### config.mk
export PLATFORM = sky130hd
export DESIGN_NAME = tcd_top
export DESIGN_NICKNAME = d
export VERILOG_FILES = /design/src/hw/tcd_pkg.sv /design/src/hw/tcd_cmp_if.sv /design/src/hw/tcd_cmp_out.sv /design/src/hw/tcd_fault_filter.sv /design/src/hw/tcd_top.sv
export SDC_FILE = /design/constraint.sdc
export NUM_CORES = 1
export LEC_CHECK = 0
export BUFFER_PORTS_ARGS = -buffer_cell sky130_fd_sc_hd__buf_2
export CORE_ASPECT_RATIO = 0.8
export CORE_MARGIN = 2
export CORE_UTILIZATION = 54
export DETAILED_ROUTE_END_ITERATION = 6
export PLACE_DENSITY = 0.8
export SLEW_MARGIN = 10
export SYNTH_ARGS = -nofsm -noshare
export SYNTH_HDL_FRONTEND = slang
export SYNTH_HIERARCHICAL = 1
export SYNTH_SLANG_ARGS = --single-unit
### constraint.sdc
create_clock -name clock_i -period 2.8 [get_ports clock_i]
set_input_delay 0.56 -clock clock_i [delete_from_list [all_inputs] [get_ports clock_i]]
set_output_delay 0.56 -clock clock_i [all_outputs]
set_load 0.02 [all_outputs]
### src/hw/tcd_pkg.sv
/*
 * shared constants for the compare channel d and fault block: register
 * indices, bit positions, reset values, mode codes and filter length.
 * assumes a 32-bit classic wishbone slave; byte address = 4 * index.
 */
package tcd_pkg;

	// register indices, byte address is four times the index
	localparam logic [7:0] IDX_FAULT_CTRL = 8'h26;
	localparam logic [7:0] IDX_CMP_CTRL   = 8'h20;
	localparam logic [7:0] IDX_CMP_VALUE  = 8'h21;
	localparam logic [7:0] IDX_TOP_VALUE  = 8'h22;
	localparam logic [7:0] IDX_IRQ_STATUS = 8'h23;
	localparam logic [7:0] IDX_IRQ_MASK   = 8'h24;

	// timer_fault_waveform_control fields
	localparam int FC_IRQ_EN  = 7;
	localparam int FC_MODE_EN = 6;
	localparam int FC_FILTER  = 5;
	localparam int FC_EDGE    = 4;
	localparam int FC_FLAG    = 2;
	localparam int FC_WGM_LSB = 0;

	// compare control fields
	localparam int CC_MODE_LSB = 6;
	localparam int CC_FORCE    = 1;
	localparam int CC_PWM      = 0;

	// interrupt status and mask bits
	localparam int IRQ_FAULT = 0;
	localparam int IRQ_MATCH = 1;
	localparam int IRQ_W     = 2;

	// reset values
	localparam logic [7:0]  FAULT_CTRL_RST = 8'h00;
	localparam logic [15:0] TOP_RST        = 16'h03ff;
	localparam logic [15:0] CMP_RST        = 16'h0000;

	// waveform generation code for phase and frequency correct pwm
	localparam logic [1:0] WGM_PFC = 2'h1;

	// samples the noise filter needs before its output moves
	localparam int FILTER_SAMPLES = 4;

	// compare output modes, encoded 00, 01, 10, 11 in this order
	typedef enum logic [1:0] {
		COM_OFF,
		COM_BOTH,
		COM_TRUE_CLR,
		COM_TRUE_SET
	} tcd_com_e;

endpackage

### src/hw/tcd_cmp_if.sv
/*
 * carrier between the timer core and the compare output stage.
 * assumes one clock domain; all signals but pwm_pfc come from flip-flops of the core, pwm_pfc is decoded from them.
 */
`timescale 1ns/10ps
interface tcd_cmp_if;
	tcd_pkg::tcd_com_e mode;      // compare output mode
	logic              pwm_pfc;   // phase and frequency correct pwm active
	logic              match;     // real compare match, one cycle
	logic              count_up;  // counter direction at the match
	logic              force_p;   // forced compare, one cycle

	modport ctrl (output mode, output pwm_pfc, output match, output count_up, output force_p);
	modport outp (input mode, input pwm_pfc, input match, input count_up, input force_p);
endinterface

### src/hw/tcd_cmp_out.sv
/*
 * compare output stage: waveform register and the true and complementary
 * pin drivers. assumes match and force pulses arrive from the timer core.
 */
`timescale 1ns/10ps
module tcd_cmp_out (
	input  wire logic clock_i,     // system clock
	input  wire logic reset_n_i,   // async reset, active low
	tcd_cmp_if.outp   cmp,         // events and mode from the core
	output logic      pin_o,       // true pin value
	output logic      pin_oe_o,    // true pin driven
	output logic      comp_o,      // complementary pin value
	output logic      comp_oe_o    // complementary pin driven
);
	typedef struct packed {
		logic wave;
		logic pin;
		logic pin_oe;
		logic comp;
		logic comp_oe;
	} tcd_out_s;

	tcd_out_s s;       // registered state
	tcd_out_s next_s;  // next state

	// waveform update and pin mapping
	always_comb
	begin
		next_s = s;
		if (cmp.match || cmp.force_p)
		begin
			if (cmp.pwm_pfc)
			begin
				unique case (cmp.mode)
					tcd_pkg::COM_BOTH,
					tcd_pkg::COM_TRUE_CLR: next_s.wave = !cmp.count_up;
					tcd_pkg::COM_TRUE_SET: next_s.wave = cmp.count_up;
					tcd_pkg::COM_OFF:      next_s.wave = s.wave;
				endcase
			end
			else
			begin
				// non-pwm: toggle, clear or set
				unique case (cmp.mode)
					tcd_pkg::COM_BOTH:     next_s.wave = !s.wave;
					tcd_pkg::COM_TRUE_CLR: next_s.wave = 1'b0;
					tcd_pkg::COM_TRUE_SET: next_s.wave = 1'b1;
					tcd_pkg::COM_OFF:      next_s.wave = s.wave;
				endcase
			end
		end
		// pins follow on the next edge
		next_s.pin     = next_s.wave;
		next_s.pin_oe  = (cmp.mode != tcd_pkg::COM_OFF);
		next_s.comp    = !next_s.wave;
		next_s.comp_oe = (cmp.mode == tcd_pkg::COM_BOTH) && cmp.pwm_pfc;
	end

	// state register
	always_ff @(posedge clock_i or negedge reset_n_i)
	begin
		if (!reset_n_i)
			s <= '0;
		else
			s <= next_s;
	end

	assign pin_o     = s.pin;
	assign pin_oe_o  = s.pin_oe;
	assign comp_o    = s.comp;
	assign comp_oe_o = s.comp_oe;

	chk_pfc_up_clear: assert property (@(posedge clock_i) disable iff (!reset_n_i)
		(cmp.match && cmp.pwm_pfc && cmp.count_up && (cmp.mode == tcd_pkg::COM_BOTH))
		|=> (!pin_o && pin_oe_o && comp_o && comp_oe_o))
		else $error("mode 01 up match did not clear the pair");
	chk_pfc_up_set: assert property (@(posedge clock_i) disable iff (!reset_n_i)
		(cmp.match && cmp.pwm_pfc && (cmp.mode == tcd_pkg::COM_TRUE_SET))
		|=> ((pin_o == $past(cmp.count_up)) && !comp_oe_o))
		else $error("mode 11 match gave wrong level");
	chk_mode_off_pins: assert property (@(posedge clock_i) disable iff (!reset_n_i)
		(cmp.mode == tcd_pkg::COM_OFF) |=> (!pin_oe_o && !comp_oe_o))
		else $error("pins driven in mode 00");
	// a forced clear in non-pwm must leave the true pin driven low
	chk_force_clear: assert property (@(posedge clock_i) disable iff (!reset_n_i)
		(cmp.force_p && !cmp.pwm_pfc && (cmp.mode == tcd_pkg::COM_TRUE_CLR))
		|=> (pin_oe_o && !pin_o))
		else $error("forced clear left the pin high");
endmodule // tcd_cmp_out

### src/hw/tcd_fault_filter.sv
/*
 * fault input path: optional four-sample noise filter and edge select,
 * giving a one-cycle fault event. assumes the pin is synchronous.
 */
`timescale 1ns/10ps
module tcd_fault_filter (
	input  wire logic clock_i,      // system clock
	input  wire logic reset_n_i,    // async reset, active low
	input  wire logic pin_i,        // fault input pin
	input  wire logic filter_en_i,  // noise filter on
	input  wire logic edge_rise_i,  // 1 rising, 0 falling
	input  wire logic mode_en_i,    // fault mode active
	output logic      event_o       // fault event, one cycle
);
	typedef struct packed {
		logic [tcd_pkg::FILTER_SAMPLES-1:0] hist;  // last samples
		logic                               filt;  // filtered level
		logic                               prev;  // filt one cycle ago
		logic                               evt;   // event pulse
	} tcd_flt_s;

	tcd_flt_s s;       // registered state
	tcd_flt_s next_s;  // next state

	// sampling, filter and edge detect
	always_comb
	begin
		next_s = s;
		next_s.hist = {s.hist[tcd_pkg::FILTER_SAMPLES-2:0], pin_i};
		// move only after four equal samples
		if (filter_en_i)
		begin
			if ((&s.hist) || !(|s.hist))
				next_s.filt = s.hist[0];
		end
		else
			next_s.filt = pin_i;
		next_s.prev = s.filt;
		next_s.evt = mode_en_i && (s.filt != s.prev) && (s.filt == edge_rise_i);
	end

	// state register; idle level low, so filt starts low
	always_ff @(posedge clock_i or negedge reset_n_i)
	begin
		if (!reset_n_i)
			s <= '0;
		else
			s <= next_s;
	end

	assign event_o = s.evt;

	chk_filter_stable: assert property (@(posedge clock_i) disable iff (!reset_n_i)
		($past(filter_en_i) && (s.filt != $past(s.filt)))
		|-> (($past(pin_i, 2) == s.filt) && ($past(pin_i, 5) == s.filt)))
		else $error("filter moved before four equal samples");
	chk_edge_select: assert property (@(posedge clock_i) disable iff (!reset_n_i)
		s.evt |-> (($past(s.filt) == $past(edge_rise_i)) && $past(s.filt != s.prev)))
		else $error("fault event on the wrong edge");
	chk_mode_gate: assert property (@(posedge clock_i) disable iff (!reset_n_i)
		s.evt |-> $past(mode_en_i))
		else $error("fault event while fault mode off");
endmodule // tcd_fault_filter

### src/hw/tcd_top.sv
/*
 * timer compare channel d with fault protection input, reached over a
 * classic wishbone slave with 32-bit data. holds the up or up/down
 * counter, the register file, the interrupt status and mask, and drives
 * the true and complementary compare pins.
 * assumes one 125 MHz clock and a fault pin synchronous to it.
 */
// Added by the designer: the Wishbone register port.
`timescale 1ns/10ps
// Behaviour
// - modes 01/10: clear up, set down
// - mode 11: set up, clear down
// - force ignored while pwm enabled
// - force acts as a real match
// - force uses mode written alongside
// - force raises no interrupt
// - force bit always reads zero
// - pwm enable compares against compare value
// - fault interrupt only with enable bit
// - fault mode enable qualifies fault edges
// - filter needs four equal samples
// - edge select: 0 falling, 1 rising
// - pfc behaviour needs pwm and mode field
module tcd_top #(
	parameter int CNT_W = 10  // counter and compare width
) (
	input  wire logic        clock_i,              // 125 MHz system clock
	input  wire logic        reset_n_i,            // async reset, active low
	input  wire logic        wb_cyc_i,             // wishbone cycle
	input  wire logic        wb_stb_i,             // wishbone strobe
	input  wire logic        wb_we_i,              // wishbone write
	input  wire logic [9:0]  wb_adr_i,             // byte address
	input  wire logic [3:0]  wb_sel_i,             // byte lanes
	input  wire logic [31:0] wb_dat_i,             // write data
	output logic      [31:0] wb_dat_o,             // read data
	output logic             wb_ack_o,             // acknowledge
	input  wire logic        fault_input_pin_i,    // fault pin
	output logic             compare_d_pin_o,      // true pin value
	output logic             compare_d_pin_oe_o,   // true pin driven
	output logic             compare_d_comp_o,     // complementary value
	output logic             compare_d_comp_oe_o,  // complementary driven
	output logic             irq_o                 // level interrupt
);
	typedef struct packed {
		logic                          ack;          // bus answer
		logic [31:0]                   dat;          // read data
		logic [7:0]                    fault_ctrl;   // fault and wgm control
		tcd_pkg::tcd_com_e             mode;         // compare output mode
		logic                          pwm_en;       // pwm_d_enable
		logic [CNT_W-1:0]              cmp_val;      // compare_d_value
		logic [CNT_W-1:0]              top_val;      // counter top
		logic [CNT_W-1:0]              cnt;          // timer counter
		logic                          down;         // counting down
		logic                          match;        // match pulse
		logic                          up;           // direction at match
		logic                          force_p;      // force pulse
		logic [tcd_pkg::IRQ_W-1:0]     irq_status;   // sticky events
		logic [tcd_pkg::IRQ_W-1:0]     irq_mask;     // interrupt mask
		logic                          irq;          // interrupt level
	} tcd_top_s;

	tcd_top_s    s;          // registered state
	tcd_top_s    next_s;     // next state
	logic [7:0]  idx;        // register index
	logic        req;        // new bus request
	logic        pfc;        // pfc pwm active
	logic        fault_evt;  // event from the fault path
	logic [31:0] rdata;      // read mux
	logic [7:0]  wr8;        // low byte written

	tcd_cmp_if cmp_bus ();   // to the compare output stage

	// merge written byte lanes into a 16-bit register image
	function automatic logic [15:0] tcd_merge16(input logic [15:0] old,
		input logic [31:0] dat, input logic [3:0] sel);
		logic [15:0] res;
		res = old;
		if (sel[0])
			res[7:0] = dat[7:0];
		if (sel[1])
			res[15:8] = dat[15:8];
		return res;
	endfunction

	assign idx = wb_adr_i[9:2];
	// ack is high for one cycle, so a held request is taken once
	assign req = wb_cyc_i && wb_stb_i && !s.ack;
	assign wr8 = wb_dat_i[7:0];
	// pfc only with pwm and mode field
	assign pfc = s.pwm_en
		&& (s.fault_ctrl[tcd_pkg::FC_WGM_LSB+:2] == tcd_pkg::WGM_PFC);

	// read mux, unmapped indices read zero
	always_comb
	begin
		rdata = '0;
		unique case (idx)
			tcd_pkg::IDX_FAULT_CTRL: rdata[7:0] = s.fault_ctrl;
			tcd_pkg::IDX_CMP_CTRL:   rdata[7:0] = {s.mode, 5'h00, s.pwm_en};
			tcd_pkg::IDX_CMP_VALUE:  rdata[CNT_W-1:0] = s.cmp_val;
			tcd_pkg::IDX_TOP_VALUE:  rdata[CNT_W-1:0] = s.top_val;
			tcd_pkg::IDX_IRQ_STATUS: rdata[tcd_pkg::IRQ_W-1:0] = s.irq_status;
			tcd_pkg::IDX_IRQ_MASK:   rdata[tcd_pkg::IRQ_W-1:0] = s.irq_mask;
			default:                 rdata = '0;
		endcase
	end

	// counter, bus access, events and interrupt
	always_comb
	begin
		next_s = s;
		next_s.force_p = 1'b0;
		// counter: up/down in pfc, plain up count otherwise
		if (pfc)
		begin
			if (!s.down)
			begin
				next_s.down = (s.cnt == s.top_val);
				next_s.cnt  = next_s.down ? s.cnt - CNT_W'(1) : s.cnt + CNT_W'(1);
			end
			else
			begin
				next_s.down = (s.cnt != '0);
				next_s.cnt  = next_s.down ? s.cnt - CNT_W'(1) : s.cnt + CNT_W'(1);
			end
		end
		else
		begin
			next_s.down = 1'b0;
			next_s.cnt  = (s.cnt == s.top_val) ? '0 : s.cnt + CNT_W'(1);
		end
		next_s.match = (s.cnt == s.cmp_val);
		next_s.up    = !s.down;
		// bus slave, one cycle to ack
		next_s.ack = req;
		if (req && !wb_we_i)
		begin
			next_s.dat = rdata;
			// read of the status register clears it
			if (idx == tcd_pkg::IDX_IRQ_STATUS)
				next_s.irq_status = '0;
		end
		if (req && wb_we_i)
		begin
			unique case (idx)
				tcd_pkg::IDX_FAULT_CTRL:
				begin
					if (wb_sel_i[0])
					begin
						next_s.fault_ctrl = wr8;
						// flag clears on writing one, else holds
						next_s.fault_ctrl[tcd_pkg::FC_FLAG] =
							s.fault_ctrl[tcd_pkg::FC_FLAG] && !wr8[tcd_pkg::FC_FLAG];
					end
				end
				tcd_pkg::IDX_CMP_CTRL:
				begin
					if (wb_sel_i[0])
					begin
						next_s.mode   = tcd_pkg::tcd_com_e'(wr8[tcd_pkg::CC_MODE_LSB+:2]);
						next_s.pwm_en = wr8[tcd_pkg::CC_PWM];
						// new mode latched with the force
						next_s.force_p = wr8[tcd_pkg::CC_FORCE] && !wr8[tcd_pkg::CC_PWM];
					end
				end
				tcd_pkg::IDX_CMP_VALUE:
					next_s.cmp_val = CNT_W'(tcd_merge16(16'(s.cmp_val), wb_dat_i, wb_sel_i));
				tcd_pkg::IDX_TOP_VALUE:
					next_s.top_val = CNT_W'(tcd_merge16(16'(s.top_val), wb_dat_i, wb_sel_i));
				tcd_pkg::IDX_IRQ_MASK:
				begin
					if (wb_sel_i[0])
						next_s.irq_mask = wr8[tcd_pkg::IRQ_W-1:0];
				end
				default:
					next_s.dat = s.dat;
			endcase
		end
		// fault event sets the flag, set wins
		if (fault_evt)
		begin
			next_s.fault_ctrl[tcd_pkg::FC_FLAG] = 1'b1;
			if (s.fault_ctrl[tcd_pkg::FC_IRQ_EN])
				next_s.irq_status[tcd_pkg::IRQ_FAULT] = 1'b1;
		end
		if (s.match)
			next_s.irq_status[tcd_pkg::IRQ_MATCH] = 1'b1;
		next_s.irq = |(next_s.irq_status & next_s.irq_mask);
	end

	// state register
	always_ff @(posedge clock_i or negedge reset_n_i)
	begin
		if (!reset_n_i)
		begin
			s            <= '0;
			s.fault_ctrl <= tcd_pkg::FAULT_CTRL_RST;
			s.top_val    <= CNT_W'(tcd_pkg::TOP_RST);
			s.cmp_val    <= CNT_W'(tcd_pkg::CMP_RST);
		end
		else
			s <= next_s;
	end

	// events and mode to the output stage
	assign cmp_bus.mode     = s.mode;
	assign cmp_bus.pwm_pfc  = pfc;
	assign cmp_bus.match    = s.match;
	assign cmp_bus.count_up = s.up;
	assign cmp_bus.force_p  = s.force_p;

	// fault input path
	tcd_fault_filter u_fault (
		.clock_i     (clock_i),
		.reset_n_i   (reset_n_i),
		.pin_i       (fault_input_pin_i),
		.filter_en_i (s.fault_ctrl[tcd_pkg::FC_FILTER]),
		.edge_rise_i (s.fault_ctrl[tcd_pkg::FC_EDGE]),
		.mode_en_i   (s.fault_ctrl[tcd_pkg::FC_MODE_EN]),
		.event_o     (fault_evt)
	);

	// compare pins
	tcd_cmp_out u_out (
		.clock_i   (clock_i),
		.reset_n_i (reset_n_i),
		.cmp       (cmp_bus.outp),
		.pin_o     (compare_d_pin_o),
		.pin_oe_o  (compare_d_pin_oe_o),
		.comp_o    (compare_d_comp_o),
		.comp_oe_o (compare_d_comp_oe_o)
	);

	assign wb_dat_o = s.dat;
	assign wb_ack_o = s.ack;
	assign irq_o    = s.irq;

	chk_force_reads_zero: assert property (@(posedge clock_i) disable iff (!reset_n_i)
		(wb_ack_o && ($past(idx) == tcd_pkg::IDX_CMP_CTRL) && !$past(wb_we_i))
		|-> !wb_dat_o[tcd_pkg::CC_FORCE])
		else $error("force bit read back as one");
	chk_force_gated: assert property (@(posedge clock_i) disable iff (!reset_n_i)
		s.force_p |-> !s.pwm_en)
		else $error("force accepted in pwm mode");
	chk_force_no_irq: assert property (@(posedge clock_i) disable iff (!reset_n_i)
		$rose(s.irq_status[tcd_pkg::IRQ_MATCH]) |-> $past(s.match))
		else $error("match status set without a real match");
	chk_fault_irq_gate: assert property (@(posedge clock_i) disable iff (!reset_n_i)
		$rose(s.irq_status[tcd_pkg::IRQ_FAULT])
		|-> $past(s.fault_ctrl[tcd_pkg::FC_IRQ_EN]) && $past(fault_evt))
		else $error("fault status set while interrupt disabled");
	chk_fault_flag_set: assert property (@(posedge clock_i) disable iff (!reset_n_i)
		fault_evt |=> s.fault_ctrl[tcd_pkg::FC_FLAG])
		else $error("fault event did not set the flag");
	chk_irq_level: assert property (@(posedge clock_i) disable iff (!reset_n_i)
		(irq_o == |(s.irq_status & s.irq_mask)))
		else $error("interrupt level disagrees with status and mask");
	// the forced action must carry the mode written in the same access
	chk_force_new_mode: assert property (@(posedge clock_i) disable iff (!reset_n_i)
		s.force_p |-> (s.mode == tcd_pkg::tcd_com_e'($past(wr8[tcd_pkg::CC_MODE_LSB+:2]))))
		else $error("force used a stale output mode");
endmodule // tcd_top

Word level (Yosys, flattened, before mapping)
Cells that the tools add are included.
{"block": "classes", "n_div": 0, "n_mul": 0, "n_shift": 0, "n_eq_ne": 16, "mux": 39, "n_addsub": 2, "bitwise": 1, "reduce_logical": 39, "n_lt_le_gt_ge": 0}
{"op": "$mux W32", "count": 2}
{"op": "$mux W63", "count": 1}
{"op": "$mux W10", "count": 5}
{"op": "$eq A8 B6 Y1 const B", "count": 6}
{"op": "$mux W8", "count": 4}
{"op": "$pmux W6 S4", "count": 1}
{"op": "$mux W11", "count": 2}
{"op": "$reduce_and A3 Y1", "count": 7}
{"op": "$eq A10 B10 Y1", "count": 2}
{"op": "$mux W2", "count": 7}
{"op": "$pmux W2 S6", "count": 1}
{"op": "$mux W1", "count": 11}
{"op": "$add A10 B1 Y10 const B", "count": 1}
{"op": "$logic_and A1 B1 Y1", "count": 10}
{"op": "$reduce_bool A10 Y1", "count": 1}
{"op": "$sub A10 B1 Y10 const B", "count": 1}
{"op": "$logic_not A1 Y1", "count": 9}
{"op": "$reduce_bool A2 Y1", "count": 4}
{"op": "$mux W3", "count": 2}
{"op": "$reduce_or A5 Y1", "count": 1}
{"op": "$eq A2 B1 Y1 const B", "count": 2}
{"op": "$eq A2 B2 Y1 const B", "count": 2}
{"op": "$pmux W1 S4", "count": 1}
{"op": "$pmux W2 S2", "count": 1}
{"op": "11 further kinds", "count": 13}
{"block": "word_totals", "word_cells": 123, "reg_bits": 94, "romBits": 0, "mem_count": 0, "mem_bits_rw": 0, "latch_bits": 0}

Logic depth before layout (Yosys ltp)
Gate-level depths: netlist of run 1.
{"block": "logic_depth", "depth_word": 8, "ltp_mapped": 10, "ltp_nobuf": 8}

By module
The synthesis of run 1 kept the hierarchy.
{"mod": "tcd_top", "cells_each": 321, "area_each_um2": 3458.3, "n_inst": 1, "seq_area_each_um2": 1539.0}
{"mod": "tcd_fault_filter", "cells_each": 15, "area_each_um2": 229.0, "n_inst": 1, "seq_area_each_um2": 175.2}
{"mod": "tcd_cmp_out", "cells_each": 21, "area_each_um2": 227.7, "n_inst": 1, "seq_area_each_um2": 100.1}

Least setup slack after synthesis of run 1
OpenSTA, ideal clock, no wires.
{"block": "synth_timing", "path_kind": "register to register", "from": "reg s[9] (netlist bit)", "to": "reg s[15] (netlist bit)", "period_less_slack_ns": 2.239, "t_arrival_ns": 2.108, "stages_incl_launch_ff": 11, "path_buffers": 2, "setup_time_ns": 0.131, "setup_slack_ns": 0.561, "path_cell_list": "dfrtp_1 -> clkbuf_1 -> inv_1 -> ha_1 -> nor3b_2 -> nand2_1 -> o41ai_4 -> nor2_1 -> buf_4 -> a221oi_1 -> a21oi_1"}
{"item": "start, declared", "line_no": "tcd_top.sv:62", "source": "tcd_top_s s;"}
{"item": "start signal, assigned", "line_no": "tcd_top.sv:202", "source": "s <= next_s;"}

==> metrics.cfg, run 1 <==
[run_status]
status=completed

[grt]
antenna_found_initial=0
grt_pass1_vias=2661
grt_usage=0.2239
overflow=0
grt_max_degree=46
grt_pass1_wl_mm=13.56

[synthesis]
syn_avg_cell_area_um2=10.97
ys_ff_latch=72
syn_area_um2=3915
synth-edff-count=0
yosys_warnings=6
synthArstFlopShare=1.000
ys_types=59
ys_seq_area_frac=0.4634
dominantRegCellSynth=dfrtp_1
syn_inst=357

[cts]
ctsHoldBuffers=0
numCtsBuffers=9
cts-root-buf=clkbuf_8
post-cts-setup-buffers=0
cts_sinks=72
ctsHtreeMaxLevel=3
cts_buffer_depth=2
post_cts_resized=0
clkSlewWorstSetupHoldPaths_ns=0.07
clkLatencyLatePin_ns=0.35
cts_tree=done

[floorplanning]
initial_core_util=0.5626
die_height_um=80.16
die_x_um=99.20
dieArea_um2=7951
core_um2=6959
rows=27
ios=90

[drt]
post_drt_wl_per_cell_um=17.13
drc_errors=0
vias=2811
via_per_inst=5.796
ant_nets=0
finalWirelength_mm=8.306
drtIter0Drc=179
dr.pass1.iters=5

[critical_path]
arrival_ns=2.73
path_max_fanout=14
cp.required_ns=3.07
endpoint_kind=flop
crit_type=flop to flop
start_kind=flop
r2r_setup_slack_ns=0.34

[timing]
max_freq_mhz=406.2
relSlewSlack=0.4249
final.min_clock_period_ns=2.462
fin_crit_sh=0.8792
tightestPinTransition_ns=0.8595
finalSetupViolCount=0
skew_ns=0.009180
finalHoldViolations=0
slew_viol_final=0
grt_setup_unrepaired=false
timing.setup.tns_ns=0

[min_path]
hp-class=input port to async pin

[placed_design]
dp.cells=469
hpwlAfterDp_mm=6.076
portBuffers=41
routabilityCongestion=0.8353

[power_and_ir_drop]
p_leak_nw=2.068
powerDensity_nw_per_um2=635.4
irDropWorstVdd_mv=0.4699
power.total_mw=2.729

[layout]
diodes=0
mostFrequentLayoutCell=dfrtp_1
layout_common_cells=62 x dfrtp_1, 41 x buf_2, 35 x mux2_2, 23 x nand2_1, 22 x conb_1
fin_nets=451
instances_no_fill=485
syn_to_final_growth_pct=9.716
layout-drive-gt1-share=0.3317

[run]
drv_cap=0

synth_stat cells (all sizes together) (3+ instances only):
cell type / number / share of area
a211oi: 3 / 0.0058
a21o: 4 / 0.0077
a21oi: 16 / 0.020
a221oi: 6 / 0.013
a222oi: 4 / 0.010
a22o: 5 / 0.011
a22oi: 4 / 0.0077
a31oi: 6 / 0.011
and3: 6 / 0.0099
buf: 43 / 0.080
clkbuf: 8 / 0.0077
dfrtp: 62 / 0.40
dfstp: 10 / 0.067
ha: 6 / 0.019
inv: 8 / 0.0077
mux2: 35 / 0.10
nand2: 25 / 0.025
nand3: 6 / 0.0077
nor2: 15 / 0.015
nor2b: 3 / 0.0048
nor3: 9 / 0.014
nor3b: 3 / 0.0070
nor4: 6 / 0.017
o21ai: 11 / 0.014
or3: 5 / 0.011
xnor2: 10 / 0.022
xor2: 12 / 0.027
power breakdown:
part | leakage, nW | internal (mW) | switching, mW | total, mW
Clock | 0.104 | 0.502 | 0.387 | 0.889
Sequential | 0.928 | 1.10 | 0.0627 | 1.17
Combinational | 1.04 | 0.276 | 0.398 | 0.674
flip-flops by register name, summed over array words and instances, names as in the netlist, named ones only:
register          cells
wb_ack_o              1
cmp_bus.force_p       1
u_fault/s             2
cmp_bus.mode          2
s                    44
cmp_bus.count_up      1
u_fault/event_o       1
u_fault/next_s        4
u_out/comp_oe_o       1
u_out/comp_o          1
u_out/pin_oe_o        1
wb_dat_o             10
irq_o                 1
cmp_bus.match         1
per-stage QoR:
step	instance area, µm²	utilization	hold slack, ns	setup slack (ns)
after detailed placement	4083	0.5867	0.4006	0.3877
final	4295	0.6172	0.2431	0.3382
after global routing	4295	0.6172	0.2987	0.1171
after floorplan	3994	-	0.2644	0.5611
after global placement	4083	0.5867	0.3823	0.4248
after CTS	4295	0.6172	0.2701	0.3721
layout make-up:
cell class | instances | area [µm²]
inverter | 8 | 30.03
tap | 87 | 108.9
sequential | 72 | 1814
multi-input combinational | 247 | 1807
clock buffer | 11 | 131.4
fill | 579 | 2664
timing repair buffer | 55 | 322.8
clock inverter | 5 | 81.33
metal layers:
layer	up-vias	track usage	routed length (µm)
met5	-	0	0
met1	1388	0.3176	3808
li1	1308	-	-
met4	0	0.06575	112
met3	10	0.06005	596
met2	105	0.3385	3789
logic make-up after synthesis:
| kind of cell | after synthesis | synth area share |
|---|---|---|
| compound gates | 70 | 0.1323 |
| simple gates | 92 | 0.1390 |
| mux | 35 | 0.1007 |
| flops | 72 | 0.4634 |
| xor+xnor | 22 | 0.04922 |
| other cells | 1 | 0.0009579 |
| buf+inv | 59 | 0.09524 |
| fa+ha+maj | 6 | 0.01917 |
final timing paths:
check	startpoint	end	cells past startpoint
worst min-delay path	reset_n_i	s[14]$_DFF_PN0_	1
max in group asynchronous	reset_n_i	s[25]$_DFFE_PN1P_	2
worst max register to register	s[24]$_DFFE_PN1P_	s[18]$_DFF_PN0_	6
min in group clock_i	fault_input_pin_i	u_fault/next_s[4]$_DFF_PN0_	1
worst max-delay path	s[24]$_DFFE_PN1P_	s[18]$_DFF_PN0_	6
worst min register to register	u_fault/next_s[6]$_DFF_PN0_	u_fault/s[6]$_DFF_PN0_	0
critical path, cell delays in order (launching register included):
cell and delay, ns:
dfstp_2 0.57, xor2_1 0.09, nor4_2 0.37, a31oi_2 0.22
nor2_1 0.71, a221oi_1 0.21, a31oi_1 0.20
Note: power is estimated with default switching activity, not from simulation.
==> inputs of run 2 (changes only) <==
--- a/config.mk
+++ b/config.mk
@@ -8,9 +8,9 @@
 export BUFFER_PORTS_ARGS = -buffer_cell sky130_fd_sc_hd__buf_2
 export CORE_ASPECT_RATIO = 0.8
 export CORE_MARGIN = 2
-export CORE_UTILIZATION = 54
+export CORE_UTILIZATION = 40
 export DETAILED_ROUTE_END_ITERATION = 6
-export PLACE_DENSITY = 0.8
+export PLACE_DENSITY = 0.62
 export SLEW_MARGIN = 10
 export SYNTH_ARGS = -nofsm -noshare
 export SYNTH_HDL_FRONTEND = slang
==> run 2 against run 1 <==
Compared with the run above:
- setup slack worse by 0.073 ns
- total power grew 6.4%
- sequential power hardly changed
- via count is 2.3% lower
- design area increased by 2.4%
- maximum frequency down 2.9%
- flip-flop and latch count did not move
- clock-buffer cell count down 1
- largest cell class unchanged
==> metrics.cfg, run 2 (synthesis results as in run 1) <==
[layout]
layout-drive-gt1-share=0.3350
syn_to_final_growth_pct=12.34
layout_common_cells=62 x dfrtp_1, 41 x buf_2, 35 x mux2_2, 23 x nand2_1, 22 x conb_1
fin_nets=450
largest_reg_flops=44
instances_no_fill=516
largest-register=s
mostFrequentLayoutCell=dfrtp_1
diodes=0

[power_and_ir_drop]
irDropWorstVdd_mv=0.2656
p_leak_nw=2.086
powerDensity_nw_per_um2=660.4

[cts]
post_cts_resized=0
post-cts-setup-buffers=0
cts_tree=done
cts-root-buf=clkbuf_16
cts_buffer_depth=2
ctsHoldBuffers=0
cts_sinks=72
clkLatencyLatePin_ns=0.33
ctsHtreeMaxLevel=3
clkSlewWorstSetupHoldPaths_ns=0.06
numCtsBuffers=9

[placed_design]
hpwlAfterDp_mm=6.280
pre_cts_slack_ns=0.2838
routabilityCongestion=0.8458
portBuffers=41
dp.cells=500

[grt]
overflow=0
grt_pass1_vias=2621
grt_max_degree=73
antenna_found_initial=0
grt_pass1_wl_mm=14.03
grt_usage=0.1720

[timing]
fin_crit_sh=0.9055
max_freq_mhz=394.4
relSlewSlack=0.4317
timing.final.ws_setup_ns=0.2647
tightestPinTransition_ns=0.8494
timing.setup.tns_ns=0
grt_setup_unrepaired=false
finalSetupViolCount=0
finalHoldViolations=0
skew_ns=0.008109
slew_viol_final=0
final.min_clock_period_ns=2.535

[drt]
drc_errors=0
drtIter0Drc=196
ant_nets=0
post_drt_wl_per_cell_um=16.29
dr.pass1.iters=4
finalWirelength_mm=8.406
via_per_inst=5.322
vias=2746

[critical_path]
slowest_stage=nor2_1
worst-path-buf-inv=0
endpoint_kind=flop
path_max_fanout=14
slowest_delay_ns=0.71
arrival_ns=2.79
cp-startpoint=s[16]$_DFF_PN0_
critPathTopFamily=simple AND/OR/NAND/NOR gates
r2r_setup_slack_ns=0.26
r2r-end=s[18]$_DFF_PN0_
endpoint=s[18]$_DFF_PN0_
crit_type=flop to flop
reg2reg_depth=6
r2r_start=s[16]$_DFF_PN0_
cp_num_cells=6
cp.required_ns=3.05
worstPathCellList=xor2_1 > nor4_2 > a31oi_2 > nor2_1 > a221oi_1 > a31oi_1
start_kind=flop

[floorplanning]
die_x_um=114.6
die_height_um=92.49
dieArea_um2=10600
initial_core_util=0.4091
rows=32
ios=90
core_um2=9569

[run_status]
status=completed

[min_path]
hp-class=input port to async pin

[run]
drv_cap=0

## run 2: metrics by stage
| stage | total power, mW | hold WS, ns | area, µm² | utilization |
|---|---|---|---|---|
| 2_1_floorplan | 1.686 | 0.2644 | 3994 | - |
| 3_3_place_gp | 1.828 | 0.3862 | 4115 | 0.4300 |
| 3_5_place_dp | 1.840 | 0.3836 | 4115 | 0.4300 |
| 4_1_cts | 2.933 | 0.2678 | 4398 | 0.4596 |
| 5_1_grt | 3.063 | 0.2723 | 4398 | 0.4596 |
| 6_report | 2.904 | 0.2384 | 4398 | 0.4596 |
## run 2: area by class of cell
type	count	area, µm²
multi-input cells	247	1807
clock buffers	10	239.0
clock inverters	6	43.79
flip-flops and latches	72	1814
repair buffers	54	315.3
fillers	900	5171
inverters	8	30.03
well taps	119	148.9
## run 2: worst min path at each step
stage                                   to                         from  slack [ns]  depth (start not counted)
2_1_floorplan   cmp_bus.count_up$_DFF_PN0_                    reset_n_i        0.26                          0
3_3_place_gp   u_fault/next_s[6]$_DFF_PN0_  u_fault/next_s[5]$_DFF_PN0_        0.39                          0
3_5_place_dp   u_fault/next_s[5]$_DFF_PN0_  u_fault/next_s[4]$_DFF_PN0_        0.38                          0
4_1_cts                    s[13]$_DFF_PN0_                    reset_n_i        0.27                          2
5_1_grt                    s[15]$_DFF_PN0_                    reset_n_i        0.27                          2
6_report                   s[13]$_DFF_PN0_                    reset_n_i        0.24                          2
## run 2: power by group
part           total (mW)  switching (mW)  leakage [nW]  internal (mW)
Sequential           1.17          0.0639         0.928           1.11
Combinational       0.658           0.383          1.03          0.275
Clock                1.08           0.452         0.127          0.625
Total                2.90           0.899          2.09           2.01
## run 2: worst register-to-register path: stages, from the launching register on
cell and delay [ns]:
dfrtp_1 0.49, xor2_1 0.22, nor4_2 0.41, a31oi_2 0.23, nor2_1 0.71, a221oi_1 0.21
a31oi_1 0.18
## run 2: routing by layer
layer  up-vias  global-route usage  share of wire
li1       1306                   -              -
met1      1337              0.2566           0.49
met2        97              0.2465           0.44
met3         6             0.04385          0.064
met4         0             0.04573         0.0088
met5         -                   0              0
